<file path="config.mk">
export PLATFORM = sky130hd
export DESIGN_NAME = sound_reg_interface
export DESIGN_NICKNAME = d
export VERILOG_FILES = /design/src/rtl/sound_regs_pkg.sv /design/src/rtl/sound_reg_interface.sv /design/src/rtl/std_select_engine.sv /design/src/rtl/word_byte_serializer.sv
export SDC_FILE = /design/constraint.sdc
export NUM_CORES = 1
export LEC_CHECK = 0
export ABC_CLOCK_PERIOD_IN_PS = 3900
export BUFFER_PORTS_ARGS = -buffer_cell sky130_fd_sc_hd__buf_4
export CAP_MARGIN = 20
export CORE_MARGIN = 2
export CORE_UTILIZATION = 45
export CTS_BUF_LIST = sky130_fd_sc_hd__clkbuf_4 sky130_fd_sc_hd__clkbuf_8
export DETAILED_ROUTE_END_ITERATION = 10
export GPL_TIMING_DRIVEN = 0
export HOLD_SLACK_MARGIN = 0.05
export PLACE_DENSITY = 0.69
export SLEW_MARGIN = 20
export SYNTH_ARGS = -nofsm -noshare
export SYNTH_HDL_FRONTEND = slang
export SYNTH_SLANG_ARGS = --single-unit
</file>
<file path="constraint.sdc">
create_clock -name ref_clk_i -period 3.9 [get_ports ref_clk_i]
set_clock_uncertainty 0.1 [all_clocks]
set_input_delay 0 -clock ref_clk_i [delete_from_list [all_inputs] [get_ports ref_clk_i]]
set_output_delay 0 -clock ref_clk_i [all_outputs]
set_load 0.1 [all_outputs]
</file>
<file path="src/rtl/sound_regs_pkg.sv">
// Shared constants, types and helpers of the sound processor register interface
package sound_regs_pkg;

	// Clock and detection time limit
	localparam int          CLK_FREQ_HZ      = 50_000_000;
	localparam int          DETECT_LIMIT_MS  = 500;
	localparam int          DETECT_CYCLES    = (CLK_FREQ_HZ / 1000) * DETECT_LIMIT_MS;

	// Bus subaddresses
	localparam logic [7:0]  SUB_WR_DEMOD     = 8'h10;
	localparam logic [7:0]  SUB_RD_DEMOD     = 8'h11;
	localparam logic [7:0]  SUB_WR_BASEBAND  = 8'h12;
	localparam logic [7:0]  SUB_RD_BASEBAND  = 8'h13;

	// Demodulator bank addresses
	localparam logic [15:0] ADDR_STD_SELECT  = 16'h0020;
	localparam logic [15:0] ADDR_DEMOD_OPT   = 16'h0030;
	localparam logic [15:0] ADDR_SERIAL_CFG  = 16'h0040;
	localparam logic [15:0] ADDR_DETECT_RES  = 16'h007e;
	localparam logic [15:0] ADDR_RX_STATUS   = 16'h0200;

	// Baseband bank read-only addresses
	localparam logic [15:0] ADDR_PEAK_LEFT   = 16'h0019;
	localparam logic [15:0] ADDR_PEAK_RIGHT  = 16'h001a;
	localparam logic [15:0] ADDR_HW_VERSION  = 16'h001e;
	localparam logic [15:0] ADDR_PRODUCT_ROM = 16'h001f;

	// Baseband read/write slots, in address order
	localparam int          BB_COUNT         = 19;
	localparam logic [4:0]  BB_NONE          = 5'h1f;
	localparam logic [15:0] BB_ADDR [0:BB_COUNT-1] = '{
		16'h0000, 16'h0001, 16'h0002, 16'h0003, 16'h0004, 16'h0005, 16'h0007,
		16'h0008, 16'h000a, 16'h000b, 16'h000c, 16'h000d, 16'h000e, 16'h0010,
		16'h0012, 16'h0013, 16'h0014, 16'h0016, 16'h0029};

	// Field positions and reset values
	localparam int          HI_MSB           = 15;
	localparam int          HI_LSB           = 8;
	localparam logic [7:0]  VOLUME_MUTE      = 8'h00;
	localparam logic [7:0]  SRC_FM_AM        = 8'h00;
	localparam logic [7:0]  MAT_FIRST_SOUND  = 8'h00;
	localparam logic [15:0] ROUTE_RESET      = {SRC_FM_AM, MAT_FIRST_SOUND};
	localparam logic [15:0] SERIAL_PRE_RESET = 16'h1000;
	localparam logic [15:0] WORD_RESET       = 16'h0000;
	localparam int          OPT_AUTO_SOUND   = 0;

	// Standard codes
	localparam logic [15:0] STD_NONE         = 16'h0000;
	localparam logic [15:0] STD_AUTO         = 16'h0001;
	localparam logic [15:0] STD_BUSY         = 16'h0800;

	// Identification words, values arbitrary
	localparam logic [15:0] HW_VERSION_ID    = 16'h0101;
	localparam logic [15:0] PRODUCT_ROM_ID   = 16'h0201;

	// Baseband control carried out to the audio path
	typedef struct packed {
		logic [15:0] speaker_volume;
		logic [15:0] speaker_balance;
		logic [15:0] speaker_bass;
		logic [15:0] speaker_treble;
		logic [15:0] speaker_loudness;
		logic [15:0] speaker_spatial_effect;
		logic [15:0] line_out_volume;
		logic [15:0] speaker_route;
		logic [15:0] line_out_route;
		logic [15:0] serial_audio_out_route;
		logic [15:0] peak_detector_route;
		logic [15:0] line_in_prescale;
		logic [15:0] fm_am_prescale_matrix;
		logic [15:0] digital_sound_prescale;
		logic [15:0] serial_in2_prescale;
		logic [15:0] switch_and_pin_control;
		logic [15:0] beep_generator;
		logic [15:0] serial_in1_prescale;
		logic [15:0] auto_volume_correction;
	} baseband_ctrl_s;

	// Demodulator setup carried out to the demodulator
	typedef struct packed {
		logic [15:0] demod_options;
		logic [15:0] serial_audio_config;
		logic [15:0] active_std;
		logic [15:0] std_family;
		logic        stereo_allowed;
		logic        detect_busy;
		logic [15:0] detection_result;
	} demod_ctrl_s;

	// Slot of a baseband read/write address, BB_NONE if absent
	function automatic logic [4:0] bb_slot(input logic [15:0] addr);
		logic [4:0] slot;
		slot = BB_NONE;
		for (int i = 0; i < BB_COUNT; i++) begin
			if (BB_ADDR[i] == addr)
				slot = 5'(i);
		end
		return slot;
	endfunction : bb_slot

	// Reset value of a baseband slot
	function automatic logic [15:0] bb_reset(input int slot);
		case (BB_ADDR[slot])
			16'h0008, 16'h000a, 16'h000b, 16'h000c: return ROUTE_RESET;
			16'h0012, 16'h0016: return SERIAL_PRE_RESET;
			16'h0000: return {VOLUME_MUTE, 8'h00};
			default: return WORD_RESET;
		endcase
	endfunction : bb_reset

	// Listed standard codes
	function automatic logic std_listed(input logic [15:0] code);
		case (code)
			16'h0002, 16'h0003, 16'h0004, 16'h0005, 16'h0006, 16'h0007,
			16'h0008, 16'h0009, 16'h000a, 16'h000b, 16'h000c, 16'h000d,
			16'h0020, 16'h0021, 16'h0030, 16'h0040, 16'h0050, 16'h0051,
			16'h0060: return 1'b1;
			default: return 1'b0;
		endcase
	endfunction : std_listed

	// High deviation codes that detection never reports
	function automatic logic std_high_dev(input logic [15:0] code);
		return (code == 16'h000c) || (code == 16'h000d) || (code == 16'h0006);
	endfunction : std_high_dev

endpackage : sound_regs_pkg

</file>
<file path="src/rtl/sound_reg_interface.sv">
// User register file of the TV sound processor behind the serial byte interface
`timescale 1ns/1ns
module sound_reg_interface
	import sound_regs_pkg::*;
#(
	parameter int   DETECT_LIMIT = DETECT_CYCLES,
	parameter logic DUAL_FM_OK   = 1'b1,
	parameter logic NICAM_OK     = 1'b1,
	parameter logic MTS_OK       = 1'b1
) (
	// Clock and reset
	input  wire logic           ref_clk_i,
	input  wire logic           reset_i,
	// Byte interface from the serial bus framer
	input  wire logic           frame_start_i,
	input  wire logic           frame_stop_i,
	input  wire logic           wr_byte_valid_i,
	input  wire logic [7:0]     wr_byte_i,
	output logic                wr_byte_ack_o,
	input  wire logic           rd_byte_req_i,
	output logic      [7:0]     rd_byte_o,
	output logic                rd_byte_valid_o,
	// Demodulator and measurement inputs
	input  wire logic           scan_done_i,
	input  wire logic [15:0]    scan_code_i,
	input  wire logic [15:0]    reception_status_i,
	input  wire logic [15:0]    peak_left_i,
	input  wire logic [15:0]    peak_right_i,
	// Control outputs
	output logic                scan_start_o,
	output logic                demod_init_o,
	output demod_ctrl_s         demod_ctrl_o,
	output baseband_ctrl_s      baseband_ctrl_o
);

	typedef enum logic [2:0] {
		ST_IDLE, ST_SUB, ST_ADDR_HI, ST_ADDR_LO, ST_DATA_HI, ST_DATA_LO, ST_DROP
	} byte_state_e;

	byte_state_e state_reg;
	logic [7:0]  sub_reg;
	logic [15:0] addr_reg;
	logic [7:0]  data_hi_reg;
	logic        read_armed_reg;
	logic        commit;
	logic [15:0] commit_data;
	logic [4:0]  commit_slot;
	logic        std_wr;
	logic        read_load;
	logic [15:0] read_word;
	logic [15:0] options_reg;
	logic [15:0] serial_cfg_reg;
	logic [15:0] status_reg;
	logic [15:0] bb_reg [0:BB_COUNT-1];
	logic [15:0] active_std;
	logic [15:0] std_family;
	logic        stereo_allowed;
	logic        detect_busy;
	logic [15:0] detect_result;

	// Subaddress classes
	function automatic logic is_write_sub(input logic [7:0] sub);
		return (sub == SUB_WR_DEMOD) || (sub == SUB_WR_BASEBAND);
	endfunction : is_write_sub

	function automatic logic is_read_sub(input logic [7:0] sub);
		return (sub == SUB_RD_DEMOD) || (sub == SUB_RD_BASEBAND);
	endfunction : is_read_sub

	// Peak readout limited to the non-negative range
	function automatic logic [15:0] peak_clip(input logic [15:0] level);
		return level[15] ? 16'h0000 : level;
	endfunction : peak_clip

	// Byte sequencing: subaddress, address high/low, data high/low
	always_ff @(posedge ref_clk_i) begin
		if (reset_i)
			state_reg <= ST_IDLE;
		else if (frame_stop_i)
			state_reg <= ST_IDLE;
		else if (frame_start_i)
			state_reg <= read_armed_reg ? ST_DROP : ST_SUB;
		else if (wr_byte_valid_i) begin
			case (state_reg)
				ST_SUB: begin
					if (is_write_sub(wr_byte_i) || is_read_sub(wr_byte_i))
						state_reg <= ST_ADDR_HI;
					else
						state_reg <= ST_DROP;
				end
				ST_ADDR_HI: state_reg <= ST_ADDR_LO;
				ST_ADDR_LO: state_reg <= is_write_sub(sub_reg) ? ST_DATA_HI : ST_DROP;
				ST_DATA_HI: state_reg <= ST_DATA_LO;
				ST_DATA_LO: state_reg <= ST_DROP;
				default: state_reg <= state_reg;
			endcase
		end
	end

	// Address and upper data byte capture, upper byte first
	always_ff @(posedge ref_clk_i) begin
		if (reset_i) begin
			sub_reg     <= 8'h00;
			addr_reg    <= 16'h0000;
			data_hi_reg <= 8'h00;
		end else if (wr_byte_valid_i && !frame_start_i && !frame_stop_i) begin
			case (state_reg)
				ST_SUB: sub_reg <= wr_byte_i;
				ST_ADDR_HI: addr_reg[15:8] <= wr_byte_i;
				ST_ADDR_LO: addr_reg[7:0] <= wr_byte_i;
				ST_DATA_HI: data_hi_reg <= wr_byte_i;
				default: data_hi_reg <= data_hi_reg;
			endcase
		end
	end

	// Read address is armed for the repeated start that follows
	always_ff @(posedge ref_clk_i) begin
		if (reset_i)
			read_armed_reg <= 1'b0;
		else if (frame_start_i || frame_stop_i)
			read_armed_reg <= 1'b0;
		else if (wr_byte_valid_i && state_reg == ST_ADDR_LO)
			read_armed_reg <= is_read_sub(sub_reg);
	end

	// Byte acknowledge; bytes past the word or to unknown subaddresses are refused
	always_comb begin
		case (state_reg)
			ST_SUB: wr_byte_ack_o = is_write_sub(wr_byte_i) || is_read_sub(wr_byte_i);
			ST_ADDR_HI, ST_ADDR_LO, ST_DATA_HI, ST_DATA_LO: wr_byte_ack_o = 1'b1;
			default: wr_byte_ack_o = 1'b0;
		endcase
	end

	// Word commit on the lower data byte
	assign commit      = wr_byte_valid_i && !frame_start_i && !frame_stop_i
	                     && state_reg == ST_DATA_LO;
	assign commit_data = {data_hi_reg, wr_byte_i};
	assign commit_slot = bb_slot(addr_reg);

	// Mode and standard writes are held off while detection runs
	assign std_wr = commit && sub_reg == SUB_WR_DEMOD && addr_reg == ADDR_STD_SELECT
	                && !detect_busy;

	// Demodulator write bank
	always_ff @(posedge ref_clk_i) begin
		if (reset_i) begin
			options_reg    <= WORD_RESET;
			serial_cfg_reg <= WORD_RESET;
		end else if (commit && sub_reg == SUB_WR_DEMOD) begin
			if (addr_reg == ADDR_DEMOD_OPT && !detect_busy)
				options_reg <= commit_data;
			else if (addr_reg == ADDR_SERIAL_CFG)
				serial_cfg_reg <= commit_data;
		end
	end

	// Baseband read/write bank; read-only addresses have no slot
	always_ff @(posedge ref_clk_i) begin
		if (reset_i) begin
			for (int i = 0; i < BB_COUNT; i++)
				bb_reg[i] <= bb_reset(i);
		end else if (commit && sub_reg == SUB_WR_BASEBAND && commit_slot != BB_NONE)
			bb_reg[commit_slot] <= commit_data;
	end

	// Status is frozen while detection runs and refreshed once it ends
	always_ff @(posedge ref_clk_i) begin
		if (reset_i)
			status_reg <= WORD_RESET;
		else if (!detect_busy)
			status_reg <= reception_status_i;
	end

	// Read word selection; demodulator write registers are absent here
	always_comb begin
		read_word = 16'h0000;
		if (sub_reg == SUB_RD_DEMOD) begin
			case (addr_reg)
				ADDR_DETECT_RES: read_word = detect_result;
				ADDR_RX_STATUS: read_word = status_reg;
				default: read_word = 16'h0000;
			endcase
		end else if (sub_reg == SUB_RD_BASEBAND) begin
			case (addr_reg)
				ADDR_PEAK_LEFT: read_word = peak_clip(peak_left_i);
				ADDR_PEAK_RIGHT: read_word = peak_clip(peak_right_i);
				ADDR_HW_VERSION: read_word = HW_VERSION_ID;
				ADDR_PRODUCT_ROM: read_word = PRODUCT_ROM_ID;
				default: read_word = (commit_slot != BB_NONE) ? bb_reg[commit_slot] : 16'h0000;
			endcase
		end
	end

	// The word is captured at the repeated start so both bytes belong together
	assign read_load = frame_start_i && read_armed_reg;

	word_byte_serializer read_port (
		.ref_clk_i    (ref_clk_i),
		.reset_i      (reset_i),
		.load_i       (read_load),
		.word_i       (read_word),
		.byte_req_i   (rd_byte_req_i),
		.byte_o       (rd_byte_o),
		.byte_valid_o (rd_byte_valid_o)
	);

	std_select_engine #(
		.DETECT_LIMIT (DETECT_LIMIT),
		.DUAL_FM_OK   (DUAL_FM_OK),
		.NICAM_OK     (NICAM_OK),
		.MTS_OK       (MTS_OK)
	) std_engine (
		.ref_clk_i        (ref_clk_i),
		.reset_i          (reset_i),
		.std_wr_i         (std_wr),
		.std_code_i       (commit_data),
		.auto_sound_i     (options_reg[OPT_AUTO_SOUND]),
		.scan_start_o     (scan_start_o),
		.scan_done_i      (scan_done_i),
		.scan_code_i      (scan_code_i),
		.demod_init_o     (demod_init_o),
		.active_std_o     (active_std),
		.std_family_o     (std_family),
		.stereo_allowed_o (stereo_allowed),
		.busy_o           (detect_busy),
		.result_o         (detect_result)
	);

	// Demodulator setup outputs
	assign demod_ctrl_o.demod_options       = options_reg;
	assign demod_ctrl_o.serial_audio_config = serial_cfg_reg;
	assign demod_ctrl_o.active_std          = active_std;
	assign demod_ctrl_o.std_family          = std_family;
	assign demod_ctrl_o.stereo_allowed      = stereo_allowed;
	assign demod_ctrl_o.detect_busy         = detect_busy;
	assign demod_ctrl_o.detection_result    = detect_result;

	// Baseband control outputs in slot order
	assign baseband_ctrl_o.speaker_volume         = bb_reg[0];
	assign baseband_ctrl_o.speaker_balance        = bb_reg[1];
	assign baseband_ctrl_o.speaker_bass           = bb_reg[2];
	assign baseband_ctrl_o.speaker_treble         = bb_reg[3];
	assign baseband_ctrl_o.speaker_loudness       = bb_reg[4];
	assign baseband_ctrl_o.speaker_spatial_effect = bb_reg[5];
	assign baseband_ctrl_o.line_out_volume        = bb_reg[6];
	assign baseband_ctrl_o.speaker_route          = bb_reg[7];
	assign baseband_ctrl_o.line_out_route         = bb_reg[8];
	assign baseband_ctrl_o.serial_audio_out_route = bb_reg[9];
	assign baseband_ctrl_o.peak_detector_route    = bb_reg[10];
	assign baseband_ctrl_o.line_in_prescale       = bb_reg[11];
	assign baseband_ctrl_o.fm_am_prescale_matrix  = bb_reg[12];
	assign baseband_ctrl_o.digital_sound_prescale = bb_reg[13];
	assign baseband_ctrl_o.serial_in2_prescale    = bb_reg[14];
	assign baseband_ctrl_o.switch_and_pin_control = bb_reg[15];
	assign baseband_ctrl_o.beep_generator         = bb_reg[16];
	assign baseband_ctrl_o.serial_in1_prescale    = bb_reg[17];
	assign baseband_ctrl_o.auto_volume_correction = bb_reg[18];

endmodule : sound_reg_interface

</file>
<file path="src/rtl/std_select_engine.sv">
// Standard selection and automatic standard detection sequencing
`timescale 1ns/1ns
module std_select_engine
	import sound_regs_pkg::*;
#(
	parameter int   DETECT_LIMIT = DETECT_CYCLES,
	parameter logic DUAL_FM_OK   = 1'b1,
	parameter logic NICAM_OK     = 1'b1,
	parameter logic MTS_OK       = 1'b1
) (
	// Clock and reset
	input  wire logic        ref_clk_i,
	input  wire logic        reset_i,
	// Register side
	input  wire logic        std_wr_i,
	input  wire logic [15:0] std_code_i,
	input  wire logic        auto_sound_i,
	// Carrier scanner
	output logic             scan_start_o,
	input  wire logic        scan_done_i,
	input  wire logic [15:0] scan_code_i,
	// Demodulator setup
	output logic             demod_init_o,
	output logic      [15:0] active_std_o,
	output logic      [15:0] std_family_o,
	output logic             stereo_allowed_o,
	output logic             busy_o,
	output logic      [15:0] result_o
);

	typedef enum logic [0:0] {ENG_IDLE, ENG_SEARCH} eng_state_e;

	eng_state_e  state_reg;
	logic [24:0] timer_reg;

	// Stereo support of the variant; unsupported stereo falls back to mono
	function automatic logic stereo_ok(input logic [15:0] code);
		case (code)
			16'h0002, 16'h0003, 16'h0004, 16'h0005, 16'h0007: return DUAL_FM_OK;
			16'h0008, 16'h0009, 16'h000a, 16'h000b, 16'h000c, 16'h000d: return NICAM_OK;
			16'h0020, 16'h0021, 16'h0030, 16'h0040: return MTS_OK;
			16'h0051: return 1'b1;
			default: return 1'b0;
		endcase
	endfunction : stereo_ok

	// Search sequencing, timer and result
	always_ff @(posedge ref_clk_i) begin
		if (reset_i) begin
			state_reg    <= ENG_IDLE;
			timer_reg    <= '0;
			result_o     <= STD_NONE;
			active_std_o <= STD_NONE;
			demod_init_o <= 1'b0;
			scan_start_o <= 1'b0;
		end else begin
			demod_init_o <= 1'b0;
			scan_start_o <= 1'b0;
			if (std_wr_i) begin
				demod_init_o <= 1'b1;
				if (std_code_i == STD_AUTO) begin
					state_reg    <= ENG_SEARCH;
					timer_reg    <= '0;
					result_o     <= STD_BUSY;
					scan_start_o <= 1'b1;
				end else begin
					state_reg    <= ENG_IDLE;
					active_std_o <= std_listed(std_code_i) ? std_code_i : STD_NONE;
				end
			end else if (state_reg == ENG_SEARCH) begin
				timer_reg <= timer_reg + 25'd1;
				if (scan_done_i) begin
					state_reg <= ENG_IDLE;
					if (std_listed(scan_code_i) && !std_high_dev(scan_code_i)) begin
						result_o     <= scan_code_i;
						active_std_o <= scan_code_i;
						demod_init_o <= 1'b1;
					end else
						result_o <= STD_NONE;
				end else if (timer_reg >= 25'(DETECT_LIMIT - 1)) begin
					state_reg <= ENG_IDLE;
					result_o  <= STD_NONE;
				end
			end
		end
	end

	// Equivalent groups under automatic sound selection
	always_comb begin
		std_family_o = active_std_o;
		if (auto_sound_i) begin
			case (active_std_o)
				16'h0008: std_family_o = 16'h0003;
				16'h0005, 16'h0007, 16'h000b: std_family_o = 16'h0004;
				default: std_family_o = active_std_o;
			endcase
		end
	end

	assign stereo_allowed_o = stereo_ok(active_std_o);
	assign busy_o           = (state_reg == ENG_SEARCH);

endmodule : std_select_engine

</file>
<file path="src/rtl/word_byte_serializer.sv">
// Splits a 16-bit read word into two bytes, upper byte first
`timescale 1ns/1ns
module word_byte_serializer
	import sound_regs_pkg::*;
(
	// Clock and reset
	input  wire logic        ref_clk_i,
	input  wire logic        reset_i,
	// Word side
	input  wire logic        load_i,
	input  wire logic [15:0] word_i,
	// Byte side
	input  wire logic        byte_req_i,
	output logic      [7:0]  byte_o,
	output logic             byte_valid_o
);

	logic        low_next_reg;
	logic [15:0] word_reg;

	// Word capture; a later request for the same word returns it again
	always_ff @(posedge ref_clk_i) begin
		if (reset_i)
			word_reg <= WORD_RESET;
		else if (load_i)
			word_reg <= word_i;
	end

	// Byte phase and output
	always_ff @(posedge ref_clk_i) begin
		if (reset_i) begin
			low_next_reg <= 1'b0;
			byte_o       <= 8'h00;
			byte_valid_o <= 1'b0;
		end else begin
			byte_valid_o <= byte_req_i & ~load_i;
			if (load_i)
				low_next_reg <= 1'b0;
			else if (byte_req_i) begin
				byte_o       <= low_next_reg ? word_reg[7:0] : word_reg[15:8];
				low_next_reg <= ~low_next_reg;
			end
		end
	end

endmodule : word_byte_serializer

</file>
# Word-level counts from Yosys, hierarchy flattened
# Memories as Yosys holds them, arrays and structs flattened.
# Cells that the tools add are included.
# Widths: inputs -> output; s select.
# totals
in_bits	79
out_inout_bits	398
elab_cells	257
reg_bits	170
n_memories	1
ramBits	304
# mem_list
name	depth	width	read_ports	rd_clocked_by_memory_dff	wr	line	source
bb_reg	19	16	20	0	19	sound_reg_interface.sv:54	logic [15:0] bb_reg [0:BB_COUNT-1];
# classes
eq_ne	98
order_cmp	1
mux	80
addsub	1
n_reduce_logical	52
bitwise	5
# ops
cell	n
$mux 16	19
$eq 16x4->1 const B	18
$eq 16x7->1 const B	12
$eq 16x3->1 const B	11
$eq 16x6->1 const B	11
$mux 5	20
$eq 16x2->1 const B	6
$eq 4x16->1 const A	6
$eq 5x16->1 const A	5
$mux 25	3
$eq 16x5->1 const B	4
$eq 8x5->1 const B	8
$pmux 16 s2	2
$pmux 16 s4	1
$eq 3x16->1 const A	3
$reduce_or 19->1	2
$eq 2x16->1 const A	2
$reduce_or 16->1	2
$mux 15	2
$add 25x1->25 const B	1
$ge 25x25->1 const B	1
$mux 1	25
$eq 1x16->1 const A	1
$eq 16x1->1 const B	1
other kinds (27)	71

# Depth between registers and ports, before layout
# logic_depth
ltp_word	27
ltp_mapped	13
depth_no_buf	9

# By module
# A second synthesis with hierarchy kept.
# hier_totals
hier_cells	2194
area_unflattened_um2	22653.0
# modules_own_cells
module	area_each_um2	cells_each	instances	seq_area_each_um2
sound_reg_interface	18450.2	1730	1	10890.4
std_select_engine	3188.1	370	1	1201.2
word_byte_serializer	1014.7	94	1	520.5

# Worst setup path before layout
# OpenSTA, ideal clock, no wires.
# synth_path
kind	reg2out
start	register state_reg[2]
end	output wr_byte_ack_o
path_slack_ns	0.146
stages_incl_launch_ff	3
n_path_buf	1
arrival_time_ns	3.654
path_cell_list	dfxtp_1 > clkbuf_1 > o41ai_1
# synth_between
elab_chain_cells	3
# synth_rtl
item	line	source
start: declaration	sound_reg_interface.sv:40	byte_state_e state_reg;
start signal: assignment	sound_reg_interface.sv:82	state_reg <= read_armed_reg ? ST_DROP : ST_SUB;
start signal: assignment	sound_reg_interface.sv:92	ST_ADDR_LO: state_reg <= is_write_sub(sub_reg) ? ST_DATA_HI : ST_DROP;
start signal: assignment	sound_reg_interface.sv:95	default: state_reg <= state_reg;
$eq 3x2->1 or $eq 3x3->1 (tied branches)	sound_reg_interface.sv:129	case (state_reg)
$reduce_or 4->1	sound_reg_interface.sv:129	
$pmux 1 s2 (*)	sound_reg_interface.sv:129	
end: declaration	sound_reg_interface.sv:19	output logic wr_byte_ack_o,
# Mark *: on every way between the ends. The rest lies on a longest branch, timed or not.

# Worst setup path in the final report
# layout_path
start	register addr_reg[7]
end	register read_port.word_reg[1]
# layout_between
elab_chain_cells	25
# layout_rtl
item	line	source
start: declaration	sound_reg_interface.sv:42	logic [15:0] addr_reg;
start signal: assignment	sound_reg_interface.sv:110	ST_ADDR_LO: addr_reg[7:0] <= wr_byte_i;
$logic_not 16->1	sound_regs_pkg.sv:95	if (BB_ADDR[i] == addr)
$mux 5 (19 in series)	sound_regs_pkg.sv:95	
$mem_v2 19x16 or $ne 5x5->1 (tied branches)	-	
$mux 16	sound_reg_interface.sv:191	default: read_word = (commit_slot != BB_NONE) ? bb_reg[commit_slot] : 16'h0000;
$pmux 16 s4	sound_reg_interface.sv:186	case (addr_reg)
$mux 16	sound_reg_interface.sv:185	end else if (sub_reg == SUB_RD_BASEBAND) begin
$mux 16 (*)	sound_reg_interface.sv:179	if (sub_reg == SUB_RD_DEMOD) begin
end signal: assignment	word_byte_serializer.sv:26	word_reg <= word_i;
end: declaration	word_byte_serializer.sv:19	logic [15:0] word_reg;
# Marked as above.
# A chain may end at the register's enable or synchronous reset.

==> results.ini <==
[run_status]
status=completed

[die]
start_util=0.456
ioPinCount=477
fp.dieH_um=224
rows=80
die_x_um=224
dieArea_mm2=0.0502
core_area_mm2=0.0477

[placed_design]
gp_congestion=1.01
hpwlAfterDp_um=70400
portBuffers=472
pre_cts_ws_ns=-0.927

[cts]
clock_sinks=479
cts_inserted_buffers=81
cts_tree=yes
clk_pin_slew_worst_paths_ns=0.06
clockRootBuffer=clkbuf_8
clk_path_buf_depth=3
cts_max_level=3
clk_latency_ns=0.70

[power_and_ir_drop]
ir_worst_vdd_mv=0.348
p_leak_nw=11.4
powerDensity_mw_per_mm2=436

[layout]
area_growth_pct=35.1
largest_register_ffs=309
fin_nets=2865
drive_above_1_share=0.292

[sta]
finalCritPeriodShare=0.988
rsz0062_at_grt=true
slew_headroom=0.272
hold_violations=0
fin_ws_ns=0.0482
worst_slew_pin_slew_ns=1.08
layout_min_cycle_time_ns=3.85
max_freq_ghz=0.260
fin_setup_tns_ns=0
finalSetupViolCount=0
drv_slew=0

[critical_path]
slowest_stage=a222oi_1
worstPathCellList=buf_2, or4_4, o22a_2, o221ai_4, nand2_2, buf_6, mux2_1, a222oi_1, nand4_1, a31o_1
critPathBufInv=2
worst_path_largest_cell_delay_ns=0.64
critPathKind=reg2reg
path_delay_family=compound AO/OA/AOI/OAI gates
startpoint_type=flip-flop
r2r_slack_ns=0.05
worstSetupEndpointType=flip-flop
path_max_fanout=10
crit_arrival_ns=4.31
cp.required_ns=4.36

[synthesis]
synthCells=2126
ys_types=86
synthArstFlopShare=0
synth_edf_count=293
yosys.area.top_type=edfxtp_1
yosysSeqAreaShare=0.575
ys.flop_type=edfxtp_1
yosys_warnings=0
synth_top_area_share=0.404
syn-cell-area_mm2=0.0218
syn_avg_cell_area_um2=10.2
synth_area_leaders=edfxtp_1, dfxtp_1, nor2_1, mux2i_1, nand2_1
ys_top_cells_by_count=nor2_1, edfxtp_1, nand2_1
yosys.cell_count.top_type=nor2_1
synth-seq-cells=479

[drt]
ant_nets=0
routed_wl_um=96300
initialDrtViolationCount=2914
dr.pass1.iters=6
wl_per_cell_um=27.8
viasPerCell=6.06
drc=0
vias=21000

[global_route]
grt_max_degree=19
grt_antenna_before_repair=3
grt_pass1_vias=20400
grt_overflow=0
track_usage=0.376
grt_pass1_wl_um=136000

[worst_hold_path]
hold_class=in2reg

[job]
max_cap_viol_count=0

final timing paths:
kind / from / end / cells past startpoint
max reg2reg: addr_reg[7] / read_port.word_reg[1] / 10
min: reset_i / std_engine.timer_reg[16] / 3
max: addr_reg[7] / read_port.word_reg[1] / 10
min reg2reg: sub_reg[5] / sub_reg[5] / 2
cells by family (layout without fill, tap and decap cells):
logic type      count (synthesis)  in the layout  share of synthesized area
compound gates                317            317                     0.0993
xor+xnor                       27             27                     0.0109
fa+ha+maj                       2              2                    0.00115
buf+inv                       187            906                     0.0368
flops                         479            479                      0.575
mux                           157            157                     0.0766
other cells                     1              7                   0.000172
simple gates                  956            958                      0.200
tightest hold or removal path, delay by kind of cell:
kind	cells	cell delay, ns
and+or+nand+nor	1	0.36
buffers and inverters	1	0.30
AOI/OAI and AO/OA	1	0.16
power by group:
group | internal (mW) | leakage, nW | switching, mW
Combinational | 0.452 | 6.13 | 1.67
Clock | 2.83 | 0.951 | 2.18
Sequential | 5.53 | 4.31 | 0.158
per-layer routing:
| layer | wire length (um) | share of wire | global-route usage | up-vias |
|---|---|---|---|---|
| li1 | - | - | - | 8938 |
| met1 | 34400 | 0.36 | 0.462 | 10200 |
| met2 | 44200 | 0.46 | 0.592 | 1592 |
| met3 | 11900 | 0.12 | 0.110 | 322 |
| met4 | 5810 | 0.060 | 0.213 | 4 |
| met5 | 23 | 0.00024 | 0 | - |
through the flow:
step           instance area, um^2  utilization  hold WS (ns)  instances  power, mW
6_report                     29400        0.616        0.0970       3468       12.8
3_3_place_gp                 26100        0.547         0.117       3217       7.77
5_1_grt                      29400        0.616        0.0975       3467       13.1
4_1_cts                      29200        0.612        0.0607       3468       12.8
2_1_floorplan                21800            -       -0.0213       2130       7.18
3_5_place_dp                 26100        0.547         0.112       3217       7.78
placed cells by master (no fill, tap or decap), types with 20 or more instances in the layout:
| cell | netlist | final |
|---|---|---|
| buf_4 | 10 | 486 |
| nor2_1 | 451 | 448 |
| edfxtp_1 | 293 | 293 |
| nand2_1 | 202 | 191 |
| dfxtp_1 | 186 | 185 |
| mux2i_1 | 134 | 132 |
| dlygate4sd3_1 | 0 | 97 |
| clkbuf_8 | 0 | 95 |
| a21oi_1 | 87 | 87 |
| clkbuf_1 | 107 | 84 |
| nand3_1 | 67 | 65 |
| o21ai_0 | 42 | 42 |
| nor3_1 | 39 | 39 |
| clkbuf_4 | 0 | 36 |
| buf_2 | 38 | 35 |
| nand2_2 | 17 | 28 |
| a211oi_1 | 27 | 26 |
| and2_1 | 25 | 25 |
| or3_1 | 20 | 20 |
what timing repair did:
item | CTS | global route
hold buffers | 97 | 0
setup endpoints to repair | 471 | 444
setup buffers | 6 | 1
hold endpoints to repair | 120 | 0
gates cloned | 0 | 2
pin swaps | 4 | 3
resized for setup | 78 | 54
area by class of cell:
type / instances / area (um^2)
flip-flops and latches: 479 / 12500
multi-input cells: 1466 / 8890
fillers: 3961 / 18300
clock inverters: 27 / 269
well taps: 615 / 769
clock buffers: 123 / 1520
inverters: 25 / 93.8
repair buffers: 576 / 4600
plain buffers: 155 / 739
diodes: 2 / 5.00
(Power assumes the default switching activity.)
